--- config.mk ---
export PLATFORM = sky130hd
export DESIGN_NAME = pms_sequencer
export DESIGN_NICKNAME = d
export VERILOG_FILES = /design/src/inc/pms_pkg.sv /design/src/hdl/pms_sequencer.sv
export VERILOG_INCLUDE_DIRS = /design/src /design/src/inc
export SDC_FILE = /design/constraint.sdc
export NUM_CORES = 1
export LEC_CHECK = 0
export BUFFER_PORTS_ARGS = -buffer_cell sky130_fd_sc_hd__buf_4
export CORE_ASPECT_RATIO = 1.2
export CORE_MARGIN = 3
export CORE_UTILIZATION = 45
export CTS_CLUSTER_SIZE = 14
export DETAILED_ROUTE_END_ITERATION = 10
export PLACE_DENSITY = 0.7
export RECOVER_POWER = 100
export SLEW_MARGIN = 30
export SYNTH_ARGS = -nofsm -noshare
export SYNTH_HDL_FRONTEND = slang
export SYNTH_SLANG_ARGS = --single-unit
--- constraint.sdc ---
create_clock -name core_clk -period 3.55 [get_ports core_clk]
set_input_delay 0.5325 -clock core_clk [delete_from_list [all_inputs] [get_ports core_clk]]
set_output_delay 0.5325 -clock core_clk [all_outputs]
set_load 0.01 [all_outputs]
--- src/inc/pms_defines.svh ---
// Register offsets, field layouts, reset values and encodings of the measurement sequencer
`ifndef PMS_DEFINES_SVH
`define PMS_DEFINES_SVH
// Register byte offsets
`define PMS_OFF_PATH      12'h000
`define PMS_OFF_MODE      12'h004
`define PMS_OFF_CTRL      12'h008
`define PMS_OFF_STATUS    12'h00C
`define PMS_OFF_TRIGCNT   12'h010
// Path register fields
`define PMS_PATH_SEL_LO   0
`define PMS_PATH_SEL_HI   1
`define PMS_PATH_AUTO_BIT 4
`define PMS_OFS_LO        8
`define PMS_OFS_HI        19
// Mode register fields
`define PMS_FUNC_LO       0
`define PMS_FUNC_HI       1
`define PMS_FEED_LO       4
`define PMS_FEED_HI       5
`define PMS_AUX_LO        8
`define PMS_AUX_HI        9
// Control register command bits
`define PMS_CONT_BIT      0
`define PMS_INIT_BIT      1
`define PMS_ABORT_BIT     2
`define PMS_TRIG_BIT      3
`define PMS_DONE_BIT      4
// Status register fields
`define PMS_ST_LO         0
`define PMS_ST_HI         2
`define PMS_ST_CONT_BIT   3
`define PMS_ST_REJ_BIT    4
`define PMS_ST_RES_BIT    5
`define PMS_ST_TC_LO      8
`define PMS_ST_TC_HI      15
// Reset values and limits
`define PMS_PATH_RST      2'h2
`define PMS_PATH_MAX      2'h2
`define PMS_OFS_RST       12'sh000
`define PMS_OFS_MIN       12'sh830
`define PMS_OFS_MAX       12'sh000
`define PMS_TRIGCNT_RST   8'h01
`define PMS_TRIGCNT_W     8
`endif

--- src/inc/pms_pkg.sv ---
// Types of the measurement sequencer
package pms_pkg;
  // Measurement mode
  typedef enum logic [1:0] {
    PMS_CONT_AVG  = 2'h0,
    PMS_BURST_AVG = 2'h1,
    PMS_TIMESLOT  = 2'h2,
    PMS_TRACE     = 2'h3
  } pms_func_e;
  // Result feed; same codes serve scalar and trace flavours
  typedef enum logic [1:0] {
    PMS_FEED_AVG    = 2'h0,
    PMS_FEED_PEAK   = 2'h1,
    PMS_FEED_RANDOM = 2'h2,
    PMS_FEED_TRACE  = 2'h3
  } pms_feed_e;
  // Aux_value_mode value mode
  typedef enum logic [1:0] {
    PMS_AUX_NONE   = 2'h0,
    PMS_AUX_AUX_MIN_MAX = 2'h1,
    PMS_AUX_RANDOM = 2'h2
  } pms_aux_e;
  // Trigger state, one-hot
  typedef enum logic [2:0] {
    PMS_IDLE    = 3'b001,
    PMS_WAIT    = 3'b010,
    PMS_MEASURE = 3'b100
  } pms_state_e;
endpackage
--- src/hdl/pms_sequencer.sv ---
// Measurement-control sequencer: path, mode, feed, aux settings and trigger state machine
//
// Function
// RULE_01 - Active path 0..2, reset to 2
// RULE_02 - Auto path selection, on after reset
// RULE_03 - Transition offset -20..0 dB, lowers both transitions
// RULE_04 - Four measurement modes, continuous average default
// RULE_05 - Scalar modes feed average, peak or random
// RULE_06 - Trace mode feed trace, peak or random
// RULE_07 - Host sets feed before start; default average
// RULE_08 - Aux modes none, aux_min_max, random; default none
// RULE_09 - Aux_min_max aux delivers trace min and max
// RULE_10 - Random aux replaces averages in evaluations
// RULE_11 - Abort stops; single run goes idle
// RULE_12 - Abort in continuous goes to wait
// RULE_13 - Single start moves idle to wait
// RULE_14 - Multi-trigger single returns wait, finally idle
// RULE_15 - Host starts single only with continuous off
// RULE_16 - Continuous returns to wait after each measurement
// RULE_17 - Continuous off goes idle; off after reset
// RULE_18 - Idle after power-on
// RULE_19 - Trigger event moves wait to measuring
// RULE_20 - Measuring until completion, then leave at once
// RULE_21 - Trigger count one gives one result
// RULE_22 - Feed not fitting mode is rejected
//
// Our own choices: register access over APB and the address map.
`timescale 1ns/1ps
`include "pms_defines.svh"

module pms_sequencer (
  input  wire logic             core_clk,          // 100 MHz clock
  input  wire logic             rst,               // Synchronous reset, active high
  input  wire logic             psel,              // APB select
  input  wire logic             penable,           // APB enable
  input  wire logic             pwrite,            // APB direction
  input  wire logic [11:0]      paddr,             // APB byte address
  input  wire logic [31:0]      pwdata,            // APB write data
  output logic                  pready,            // APB ready
  output logic [31:0]           prdata,            // APB read data
  output logic                  pslverr,           // APB error on unmapped address
  input  wire logic             trig_evt,          // Trigger event pin, asynchronous
  input  wire logic             meas_done,         // Measurement complete pin, asynchronous
  output logic                  measuring,         // In measuring state
  output logic                  result_valid,      // One-cycle pulse: cycle result ready
  output logic [1:0]            active_path,       // Path in use
  output logic                  auto_path,         // Automatic path selection on
  output logic signed [11:0]    path_ofs,          // Transition offset, 0.01 dB steps
  output pms_pkg::pms_func_e    meas_func,         // Measurement mode
  output pms_pkg::pms_feed_e    result_feed,       // Result feed
  output logic                  aux_min_max,       // Deliver min/max with each result
  output logic                  aux_random_samples // Use random samples for evaluation
);
  import pms_pkg::*;

  // Settings
  logic [1:0]             path_q;        // Active path
  logic                   auto_q;        // Auto path selection
  logic signed [11:0]     ofs_q;         // Transition offset
  pms_func_e              func_q;        // Mode
  pms_feed_e              feed_q;        // Feed
  pms_aux_e               aux_q;         // Aux mode
  logic                   cont_q;        // Continuous mode
  logic [7:0]             tcount_q;      // Trigger events per single cycle
  logic                   rej_q;         // Sticky: last feed write refused
  logic                   res_q;         // Sticky: a result was produced
  // Trigger machine
  pms_state_e             state_q;       // Trigger state
  logic [7:0]             done_cnt_q;    // Partial measurements done this cycle
  // Pin synchronisers
  logic [1:0]             trig_sync_q;   // Trigger pin sync
  logic [1:0]             done_sync_q;   // Done pin sync
  logic                   trig_prev_q;   // Edge detect after sync
  logic                   done_prev_q;   // Edge detect after sync
  // Bus decode
  logic                   wr_en;         // Write accepted this cycle
  logic                   acc;           // Access phase
  logic                   hit;           // Address mapped
  logic                   sw_init;       // Single-start command
  logic                   sw_abort;      // Abort command
  logic                   sw_trig;       // Software trigger
  logic                   sw_done;       // Software completion
  logic                   cont_off;      // Continuous being switched off
  logic                   trig_hit;      // Any trigger event
  logic                   done_hit;      // Any completion
  logic                   last_part;     // Completion ends the single cycle
  pms_feed_e              feed_w;        // Feed field of a write
  pms_func_e              func_w;        // Mode field of a write
  logic signed [11:0]     ofs_w;         // Offset field of a write
  logic                   feed_ok;       // Feed suits the new mode

  // Two-flop synchronisers; only the second stage is read further on
  // Edge detectors reset low, matching the idle level of both pins
  always_ff @(posedge core_clk) begin
    if (rst) begin
      trig_sync_q <= 2'h0;
      done_sync_q <= 2'h0;
      trig_prev_q <= 1'b0;
      done_prev_q <= 1'b0;
    end else begin
      trig_sync_q <= {trig_sync_q[0], trig_evt};
      done_sync_q <= {done_sync_q[0], meas_done};
      trig_prev_q <= trig_sync_q[1];
      done_prev_q <= done_sync_q[1];
    end
  end

  // Bus decode; every access completes with no wait state
  assign acc     = psel && penable;
  assign hit     = (paddr == `PMS_OFF_PATH) || (paddr == `PMS_OFF_MODE) || (paddr == `PMS_OFF_CTRL) ||
                   (paddr == `PMS_OFF_STATUS) || (paddr == `PMS_OFF_TRIGCNT);
  assign wr_en   = acc && pwrite && hit;
  assign sw_init  = wr_en && (paddr == `PMS_OFF_CTRL) && pwdata[`PMS_INIT_BIT];
  assign sw_abort = wr_en && (paddr == `PMS_OFF_CTRL) && pwdata[`PMS_ABORT_BIT];
  assign sw_trig  = wr_en && (paddr == `PMS_OFF_CTRL) && pwdata[`PMS_TRIG_BIT];
  assign sw_done  = wr_en && (paddr == `PMS_OFF_CTRL) && pwdata[`PMS_DONE_BIT];
  assign cont_off = wr_en && (paddr == `PMS_OFF_CTRL) && !pwdata[`PMS_CONT_BIT] && cont_q;
  assign trig_hit = sw_trig || (trig_sync_q[1] && !trig_prev_q);
  assign done_hit = sw_done || (done_sync_q[1] && !done_prev_q);
  assign last_part = (done_cnt_q + 8'h01) >= tcount_q;
  assign feed_w   = pms_feed_e'(pwdata[`PMS_FEED_HI:`PMS_FEED_LO]);
  assign func_w   = pms_func_e'(pwdata[`PMS_FUNC_HI:`PMS_FUNC_LO]);
  assign ofs_w    = $signed(pwdata[`PMS_OFS_HI:`PMS_OFS_LO]);

  // Feed validity against the mode being written
  always_comb begin
    if (func_w == PMS_TRACE) begin
      feed_ok = (feed_w != PMS_FEED_AVG);   // Trace, peak or random per point; see RULE_06
    end else begin
      feed_ok = (feed_w != PMS_FEED_TRACE); // Average, peak or random; see RULE_05
    end
  end

  // APB answer: single-cycle access, error on unmapped address
  // No wait states: pready rises in the cycle after any setup phase
  always_ff @(posedge core_clk) begin
    if (rst) begin
      pready  <= 1'b0;
      pslverr <= 1'b0;
    end else begin
      pready  <= psel && !penable;
      pslverr <= psel && !penable && !hit;
    end
  end

  // Path settings; an out-of-range path is ignored, keeping the old one; the offset is clamped
  always_ff @(posedge core_clk) begin
    if (rst) begin
      path_q <= `PMS_PATH_RST;                       // see RULE_01
      auto_q <= 1'b1;                                // see RULE_02
      ofs_q  <= `PMS_OFS_RST;                        // see RULE_03
    end else if (wr_en && paddr == `PMS_OFF_PATH) begin
      if (pwdata[`PMS_PATH_SEL_HI:`PMS_PATH_SEL_LO] <= `PMS_PATH_MAX) begin
        path_q <= pwdata[`PMS_PATH_SEL_HI:`PMS_PATH_SEL_LO]; // see RULE_01
      end
      auto_q <= pwdata[`PMS_PATH_AUTO_BIT];          // see RULE_02
      // Clamp outside range; offset only lowers transitions
      if (ofs_w < `PMS_OFS_MIN) begin
        ofs_q <= `PMS_OFS_MIN;                       // see RULE_03
      end else if (ofs_w > `PMS_OFS_MAX) begin
        ofs_q <= `PMS_OFS_MAX;
      end else begin
        ofs_q <= ofs_w;
      end
    end
  end

  // Mode, feed, aux; a feed unsuited to the mode is refused
  always_ff @(posedge core_clk) begin
    if (rst) begin
      func_q <= PMS_CONT_AVG;                        // see RULE_04
      feed_q <= PMS_FEED_AVG;                        // see RULE_07
      aux_q  <= PMS_AUX_NONE;                        // see RULE_08
      rej_q  <= 1'b0;
    end else if (wr_en && paddr == `PMS_OFF_MODE) begin
      func_q <= func_w;                              // see RULE_04
      if (pwdata[`PMS_AUX_HI:`PMS_AUX_LO] != 2'h3) begin
        aux_q <= pms_aux_e'(pwdata[`PMS_AUX_HI:`PMS_AUX_LO]); // see RULE_08
      end
      if (feed_ok) begin
        feed_q <= feed_w;                            // see RULE_05
        rej_q  <= 1'b0;
      end else begin
        // Old feed kept; the sticky flag tells software the write was refused
        rej_q <= 1'b1;                               // see RULE_22
      end
    end
  end

  // Continuous mode and trigger count
  always_ff @(posedge core_clk) begin
    if (rst) begin
      cont_q   <= 1'b0;                              // see RULE_17
      tcount_q <= `PMS_TRIGCNT_RST;
    end else if (wr_en) begin
      if (paddr == `PMS_OFF_CTRL) begin
        cont_q <= pwdata[`PMS_CONT_BIT];
      end
      if (paddr == `PMS_OFF_TRIGCNT && pwdata[`PMS_TRIGCNT_W-1:0] != 8'h00) begin
        tcount_q <= pwdata[`PMS_TRIGCNT_W-1:0];
      end
    end
  end

  // Trigger state machine; abort and continuous-off take priority
  always_ff @(posedge core_clk) begin
    if (rst) begin
      state_q    <= PMS_IDLE;                        // see RULE_18
      done_cnt_q <= 8'h00;
    end else if (cont_off) begin
      state_q    <= PMS_IDLE;                        // see RULE_17
      done_cnt_q <= 8'h00;
    end else if (sw_abort) begin
      state_q    <= cont_q ? PMS_WAIT : PMS_IDLE;    // see RULE_11 see RULE_12
      done_cnt_q <= 8'h00;
    end else begin
      case (state_q)
        PMS_IDLE: begin
          // Host keeps continuous off before a single start
          if (sw_init || (wr_en && paddr == `PMS_OFF_CTRL && pwdata[`PMS_CONT_BIT])) begin
            state_q <= PMS_WAIT;                     // see RULE_13 see RULE_15
          end
          done_cnt_q <= 8'h00;
        end
        PMS_WAIT: begin
          // Pin edge or software strobe, whichever comes first
          if (trig_hit) begin
            state_q <= PMS_MEASURE;                  // see RULE_19
          end
        end
        PMS_MEASURE: begin
          // Completion by pin edge or software strobe
          if (done_hit) begin                        // see RULE_20
            if (cont_q) begin
              state_q    <= PMS_WAIT;                // see RULE_16
              done_cnt_q <= 8'h00;
            end else if (last_part) begin
              state_q    <= PMS_IDLE;                // see RULE_14 see RULE_21
              done_cnt_q <= 8'h00;
            end else begin
              state_q    <= PMS_WAIT;                // see RULE_14
              done_cnt_q <= done_cnt_q + 8'h01;
            end
          end
        end
        default: begin
          // Codes other than the three one-hot states recover to idle
          state_q <= PMS_IDLE;
        end
      endcase
    end
  end

  // Result pulse: each continuous measurement, or end of a single cycle
  // A result in the same cycle as a start wins the sticky flag
  always_ff @(posedge core_clk) begin
    if (rst) begin
      result_valid <= 1'b0;
      res_q        <= 1'b0;
    end else begin
      result_valid <= (state_q == PMS_MEASURE) && done_hit && !sw_abort && !cont_off &&
                      (cont_q || last_part);         // see RULE_21
      if ((state_q == PMS_MEASURE) && done_hit && !sw_abort && !cont_off && (cont_q || last_part)) begin
        res_q <= 1'b1;
      end else if (sw_init) begin
        res_q <= 1'b0;
      end
    end
  end

  // Registered outputs
  always_ff @(posedge core_clk) begin
    if (rst) begin
      measuring          <= 1'b0;
      active_path        <= `PMS_PATH_RST;
      auto_path          <= 1'b1;
      path_ofs           <= `PMS_OFS_RST;
      meas_func          <= PMS_CONT_AVG;
      result_feed        <= PMS_FEED_AVG;
      aux_min_max        <= 1'b0;
      aux_random_samples <= 1'b0;
    end else begin
      measuring          <= (state_q == PMS_MEASURE);
      active_path        <= path_q;
      auto_path          <= auto_q;
      path_ofs           <= ofs_q;
      meas_func          <= func_q;
      result_feed        <= feed_q;
      aux_min_max        <= (aux_q == PMS_AUX_AUX_MIN_MAX);  // see RULE_09
      aux_random_samples <= (aux_q == PMS_AUX_RANDOM);  // see RULE_10
    end
  end

  // Read data, captured in setup phase
  always_ff @(posedge core_clk) begin
    if (rst) begin
      prdata <= 32'h0000_0000;
    end else if (psel && !penable && !pwrite) begin
      case (paddr)
        `PMS_OFF_PATH:    prdata <= {12'h000, 12'(ofs_q), 3'h0, auto_q, 2'h0, path_q};
        `PMS_OFF_MODE:    prdata <= {22'h00_0000, aux_q, 2'h0, feed_q, 2'h0, func_q};
        `PMS_OFF_CTRL:    prdata <= {31'h0000_0000, cont_q};
        `PMS_OFF_STATUS:  prdata <= {16'h0000, done_cnt_q, 2'h0, res_q, rej_q, cont_q, state_q};
        `PMS_OFF_TRIGCNT: prdata <= {24'h00_0000, tcount_q};
        default:          prdata <= 32'h0000_0000;
      endcase
    end
  end

  // Checks; all on core_clk, all but a_idle_reset quiet during reset

  // Reset always lands in idle
  a_idle_reset: assert property (@(posedge core_clk) $past(rst) |-> state_q == PMS_IDLE) // see RULE_18
    else $error("not idle after reset");

  // Refused path codes never reach the register
  a_path_range: assert property (@(posedge core_clk) disable iff (rst) path_q <= `PMS_PATH_MAX) // see RULE_01
    else $error("path out of range");

  // Clamp keeps the offset in its span
  a_ofs_range: assert property (@(posedge core_clk) disable iff (rst) // see RULE_03
    ofs_q >= `PMS_OFS_MIN && ofs_q <= `PMS_OFS_MAX)
    else $error("offset out of range");

  // Abort of a single run idles
  a_abort_single: assert property (@(posedge core_clk) disable iff (rst) // see RULE_11
    sw_abort && !cont_q |=> state_q == PMS_IDLE)
    else $error("abort single not idle");

  // Abort while continuous rearms
  a_abort_cont: assert property (@(posedge core_clk) disable iff (rst) // see RULE_12
    sw_abort && cont_q && !cont_off |=> state_q == PMS_WAIT)
    else $error("abort continuous not waiting");

  // Single start arms the trigger
  a_init_wait: assert property (@(posedge core_clk) disable iff (rst) // see RULE_13
    state_q == PMS_IDLE && sw_init && !sw_abort |=> state_q == PMS_WAIT)
    else $error("start did not wait");

  // Trigger starts measuring; the level follows a cycle later
  a_trig_meas: assert property (@(posedge core_clk) disable iff (rst) // see RULE_19
    state_q == PMS_WAIT && trig_hit && !sw_abort && !cont_off |=> state_q == PMS_MEASURE ##1 measuring)
    else $error("trigger not taken");

  // Continuous completion rearms and reports
  a_cont_loop: assert property (@(posedge core_clk) disable iff (rst) // see RULE_16
    state_q == PMS_MEASURE && done_hit && cont_q && !sw_abort && !cont_off |=> state_q == PMS_WAIT ##0 result_valid)
    else $error("continuous did not rearm");

  // Partial completion rearms without a result
  a_part_wait: assert property (@(posedge core_clk) disable iff (rst) // see RULE_14
    state_q == PMS_MEASURE && done_hit && !cont_q && !last_part && !sw_abort |=>
    state_q == PMS_WAIT && !result_valid)
    else $error("partial completion not rearmed");

  // Last completion of a single run reports and idles
  a_single_end: assert property (@(posedge core_clk) disable iff (rst) // see RULE_21
    state_q == PMS_MEASURE && done_hit && !cont_q && last_part && !sw_abort |=>
    state_q == PMS_IDLE && result_valid)
    else $error("single run did not end");

  // Switching continuous off idles at once
  a_cont_off: assert property (@(posedge core_clk) disable iff (rst) cont_off |=> state_q == PMS_IDLE) // see RULE_17
    else $error("continuous off not idle");

  // Refused feed keeps the old one and flags it
  a_feed_legal: assert property (@(posedge core_clk) disable iff (rst) // see RULE_22
    wr_en && paddr == `PMS_OFF_MODE && !feed_ok |=> feed_q == $past(feed_q) && rej_q)
    else $error("bad feed accepted");

  // Main scenarios
  c_single: cover property (@(posedge core_clk) disable iff (rst) sw_init ##[1:20] result_valid);
  c_cont: cover property (@(posedge core_clk) disable iff (rst) cont_q && result_valid);
  c_abort: cover property (@(posedge core_clk) disable iff (rst) state_q == PMS_MEASURE && sw_abort);
  c_partial: cover property (@(posedge core_clk) disable iff (rst) state_q == PMS_WAIT && done_cnt_q != 8'h00);
  c_reject: cover property (@(posedge core_clk) disable iff (rst) wr_en && paddr == `PMS_OFF_MODE && !feed_ok);
endmodule // pms_sequencer

After elaboration in Yosys (flattened, before gate mapping)

Cells that the tools add are included.

Register bits: 106
Output and inout bits: 57
Logic and storage cells: 121

Add/subtract/negate cells: 1
$lt $le $gt $ge: 4
Equality and inequality tests: 16
Mux-type cells: 19
Reductions and logical operators: 53

Operators by type and width:

| kind                 | count |
|---|---|
| $pmux 20 s5          | 1 |
| $eq 12x4->1 const B  | 2 |
| $mux 12              | 2 |
| $mux 8               | 3 |
| $logic_and 1x1->1    | 23 |
| $pmux 8 s2           | 1 |
| $eq 12x3->1 const B  | 1 |
| $eq 12x5->1 const B  | 1 |
| $gt 12x1->1 const B  | 1 |
| $logic_not 12->1     | 1 |
| $lt 12x12->1 const B | 1 |
| $mux 3               | 4 |
| $reduce_and 2->1     | 6 |
| $ne 3x3->1 const B   | 3 |
| $pmux 3 s3           | 1 |
| $add 8x1->8 const B  | 1 |
| $ge 8x8->1           | 1 |
| $logic_not 1->1      | 8 |
| $logic_or 1x1->1     | 8 |
| $reduce_bool 8->1    | 1 |
| $mux 2               | 3 |
| $ne 2x2->1 const B   | 3 |
| $reduce_bool 2->1    | 3 |
| $eq 2x2->1 const B   | 2 |
| 9 further kinds      | 12 |

Depth between registers and ports, before layout

Word-level depth: 14
Depth in mapped cells: 11

Worst setup path after synthesis

Ideal clock, no wire load.

Kind: register to register
From: register done_cnt_q[0]
To: register state_q[1]
Buffers on the path: 0
Cell stages (with the launch flop): 11
Path slack: 1.053 ns
Data required time: 3.420 ns
Arrival time: 2.367 ns
Cells stage by stage: dfxtp_1 ha_1 nand3_1 and2_1 or2_2 ha_1 nand4_1 o31ai_1 a21boi_0 o21ai_0 a211oi_1

Word-level cells in the longest chain between the ends: 7

Ends and longest elaborated chain:

| item                     | line                 | source |
|---|---|---|
| start: declaration       | pms_sequencer.sv:69  | `logic [7:0] done_cnt_q;` |
| start signal: assignment | pms_sequencer.sv:242 | `done_cnt_q <= done_cnt_q + 8'h01;` |
| $add 8x1->8              | pms_sequencer.sv:120 | `assign last_part = (done_cnt_q + 8'h01) >= tcount_q;` |
| $ge 8x8->1               | pms_sequencer.sv:120 |  |
| $mux 2                   | pms_sequencer.sv:237 | `end else if (last_part) begin` |
| $mux 2                   | pms_sequencer.sv:234 | `if (cont_q) begin` |
| $mux 3                   | pms_sequencer.sv:233 | `if (done_hit) begin` |
| $pmux 3 s3               | pms_sequencer.sv:217 | `case (state_q)` |
| $mux 3                   | pms_sequencer.sv:213 | `end else if (sw_abort) begin` |
| end signal: assignment   | pms_sequencer.sv:214 | `state_q <= cont_q ? PMS_WAIT : PMS_IDLE;` |
| end: declaration         | pms_sequencer.sv:68  | `pms_state_e state_q;` |

No other way between the ends. The select of a mux whose other input is x is not followed.
A chain may end at the register's enable or synchronous reset.

Worst setup path in the final report

From: input port paddr[8]
To: register feed_q[1]

Word-level cells in the longest chain between the ends: 8
Elaborated cells between the ends (all ways): 12
Those cells by class: 4 x eq/ne; 8 x reduce/logical

Ends and longest elaborated chain:

| item                                                   | line                 | source |
|---|---|---|
| start: declaration                                     | pms_sequencer.sv:37  | `input wire logic [11:0] paddr,` |
| $eq 12x3->1 / $logic_not 12->1 (equally long branches) | --                   |  |
| $logic_or 1x1->1 (4 in a row)                          | pms_sequencer.sv:110 | `` assign hit = (paddr == `PMS_OFF_PATH) \|\| (paddr == `PMS_OFF_MODE) \|\| (paddr == `PMS_OFF_CTRL) \|\| `` |
| $logic_and 1x1->1                                      | pms_sequencer.sv:112 | `assign wr_en = acc && pwrite && hit;` |
| $logic_and 1x1->1 (no source line) (*)                 | --                   |  |
| $reduce_and 2->1 (no source line) (*)                  | --                   |  |
| end signal: assignment                                 | pms_sequencer.sv:181 | `feed_q <= feed_w;` |
| end: declaration                                       | pms_sequencer.sv:61  | `pms_feed_e feed_q;` |

Every way passes the cells marked *; elsewhere a longest branch is shown, timed or not.

==> summary.txt <==
Placed design
  • Cell total after placement: 647
  • DPL Wire Length: between 7000 and 8000 um
  • Number of I/O port buffers: 83
  • Placer Congestion: between 0.8 and 0.9

Worst hold path
  • Source of the worst hold timing path: meas_done
  • Worst min path class: input port to flip-flop

Worst setup path
  • CP Max Fanout: 20
  • Reg2Reg Capture Point: state_q[1]
  • Critical path data required time: 3800 ps
  • Critical path capture point type: flip-flop
  • Critical Path, Cell by Cell: clkbuf_4, or4_1, nor4_4, clkbuf_1, nand3_1, nor2_1, nand2_1, a31oi_1
  • Reg2Reg Launch Point: done_cnt_q[0]
  • Cell family with the largest share of critical-path delay: simple AND/OR/NAND/NOR gates
  • Depth of the most critical reg-to-reg path: 10
  • Critical Path Stages: 8
  • End of the critical path: feed_q[1]
  • Largest stage delay, worst path: 720 ps
  • Worst endpoint data arrival time: approximately 3300 ps
  • Master of the slowest instance on the critical path: clkbuf_1
  • Startpoint type of the worst setup path: input port
  • Type of the setup path with the least slack: input port to flip-flop
  • Launching instance or port of the critical path: paddr[8]
  • Worst path buffer plus inverter count: 2
  • Minimum setup slack among reg-to-reg paths: ~730 ps

Power
  • Post-layout total power: ~1900 uW
  • Leakage power summed over all cells: 0.00176 uW
  • Worst IR drop on VDD: 0.000155 V
  • PD cells: 397 mW/mm^2

Clock tree
  • Buffer depth of the longest clock path: 2
  • H-tree depth: 3
  • Number of buffers added for setup after CTS: 0
  • TritonCTS clock tree: built
  • CTS Sinks: 94
  • Number of buffers inserted by hold repair at cts: 0
  • Quantity of gates resized following cts: 0
  • Insertion delay to the later sink of the worst-skew pair: ~360 ps
  • CTS clk-pin slew, worst paths: about 90 ps
  • Number of buffers created by CTS: 9
  • Clock root buffer: clkbuf_8

Die
  • Die ar.: just over 0.01 mm^2
  • Floorplan die height: 111 um
  • Core area: 0.00875 mm^2
  • Width of the die: 93.4 um
  • I/O Pins: 108
  • Number of rows in the core area: 37
  • Starting Density: 0.472

Detailed routing
  • Drt first-iter violations: 204
  • # DRC: 0
  • TritonRoute pass-1 iters: 4
  • Vias after detailed routing: 3516
  • Detailed-route vias per instance: 5.30
  • Remaining number of nets flagged by the antenna check after routing: 0
  • Detailed Route WL: about 10000 um
  • Average wire per cell in the routed design: 15.0 um

Synthesis
  • Cell Area, Synth: 0.00413 mm^2
  • Leading cell types by total area after synthesis: dfxtp_1 46%, nand2_1 4.9%, a21oi_1 4.7%
  • Flip-flop and latch count after synthesis: 94
  • Leading cell type by number of instances after synthesis: dfxtp_1
  • Number of warnings reported in the yosys synthesis log: 0
  • Sequential share of the synthesized area: 0.456
  • Async set or reset register ratio after synthesis: 0
  • EDFF count, synth: 0
  • Per-instance average area after synthesis: 8.79 um^2
  • Top cell type by total area after synthesis: dfxtp_1
  • Commonest cells in the synthesized netlist: 94 x dfxtp_1, 54 x nand2_1, 41 x nor2_1, 39 x a21oi_1, 31 x nand3_1
  • Post-synthesis cell type count: 60
  • Area share of the largest cell type after synthesis: 0.456
  • Synthesized instance count: 470
  • Flip-flop cell with the highest count after synthesis: dfxtp_1

Timing
  • Final Max Slew Viols: 0
  • Number of setup violations in the final report: 0
  • Timing-limited maximum frequency: approximately 330 MHz
  • Hold violation count in the final report: 0
  • Unrepaired setup endpoints after global routing: false
  • Transition time at the pin with the least slew margin: 1440 ps
  • Share of the clock period used by the worst path after layout: 0.866
  • Clock tree skew after final layout: 6.58 ps
  • Relative max-transition margin: 0.0410
  • Crit path time final: 3070 ps
  • Aggregate negative setup slack: 0 ps

Cells and area
  • Reg area: 0.00188 mm^2
  • Area of the multi-input gates: 0.00200 mm^2
  • Fraction of final layout cells sized beyond drive strength 1: 0.139
  • Number of diodes: 0
  • Net count reported at finish: roughly 600
  • Filler Cell Count: just under 900
  • Area growth syn-to-layout: 15.3%
  • Final Instance Count excl. Fillers: between 600 and 700

Global routing
  • Largest net degree at the start of global routing: 76
  • Number of antenna violations at the first check in global routing: 0
  • First-pass GRT wire length: 16200 um
  • Overflow left after global routing: 0
  • Via count of the first global-routing pass: 3323
  • Overall fraction of global-route tracks in use: 0.195

Status
  • Outcome: complete, no violations

Job
  • Number of max-cap violations: 0
## worst min-delay path by stage
stage,to,slack (ps),cells after the start
2_1_floorplan,done_sync_q[1],410,1
3_3_place_gp,done_sync_q[1],420,1
3_5_place_dp,trig_sync_q[1],420,1
4_1_cts,done_sync_q[0],370,2
5_1_grt,done_sync_q[0],370,2
6_report,done_sync_q[0],380,2
## report_power, final
group / switching [uW] / internal [uW] / leakage, uW / total [uW]
Combinational: 67.2 / 41.2 / 0.000897 / 108
Clock: 356 / 364 / 0.0000996 / 720
Sequential: 2.17 / 1060 / 0.000759 / 1060
Total: 425 / 1460 / 0.00176 / 1890
## area by class of cell
type | count | share of cell area
Multi-Input combinational cell | 336 | 0.421
Inverter | 11 | 0.00868
Clock inverter | 3 | 0.00894
Timing Repair Buffer | 89 | 0.102
Tap cell | 117 | 0.0308
Sequential cell | 94 | 0.395
Clock buffer | 13 | 0.0334
## sequential cells by signal (all words and copies together) (netlist names), 3 cells and up
name        cells
path_ofs       12
done_cnt_q      8
state_q         3
prdata         20
ofs_q          12
tcount_q        8
## layer usage
metal  routed length [um]  track usage
met4                   95       0.0792
met5                    0            0
met2                 4840        0.316
met3                  531       0.0272
met1                 4500        0.257
## metrics by stage
| stage | util | setup WS, ps | hold WS [ps] | instance area (um^2) |
|---|---|---|---|---|
| 2_1_floorplan | - | 1050 | 414 | 4170 |
| 3_3_place_gp | 0.545 | 795 | 419 | 4770 |
| 3_5_place_dp | 0.545 | 756 | 423 | 4770 |
| 4_1_cts | 0.568 | 716 | 366 | 4970 |
| 5_1_grt | 0.544 | 265 | 375 | 4760 |
| 6_report | 0.544 | 476 | 382 | 4760 |
## kinds of logic after synthesis
group,count (synthesis),synth area share
adder cells (fa/ha/maj),9,0.0273
XOR/XNOR,2,0.00424
AO/OA/AOI/OAI,97,0.155
buffers and inverters,51,0.0645
multiplexers,17,0.0451
other,1,0.000908
flip-flops,94,0.456
AND/OR/NAND/NOR,199,0.247
## placed cells by master (no fill, tap or decap), types with 3 or more instances in the layout
cell type and count:
dfxtp_1 94, nand2_1 55, clkbuf_1 50, nor2_1 41, a21oi_1 39, buf_4 37, nand3_1 32, nor2b_1 27
mux2i_1 13, o21ai_0 13, conb_1 12, inv_1 11, clkbuf_8 11, ha_1 9, or2_2 8, a22o_1 6
o211ai_1 6, nor3b_1 5, nor3_1 4, and2_0 4, or4_1 4, a22oi_1 4, a211oi_1 4, and3_1 3
nor4_1 3, a31oi_1 3, mux2_2 3, a32oi_1 3, clkbuf_4 3
Note: power is estimated with default switching activity, not from simulation.
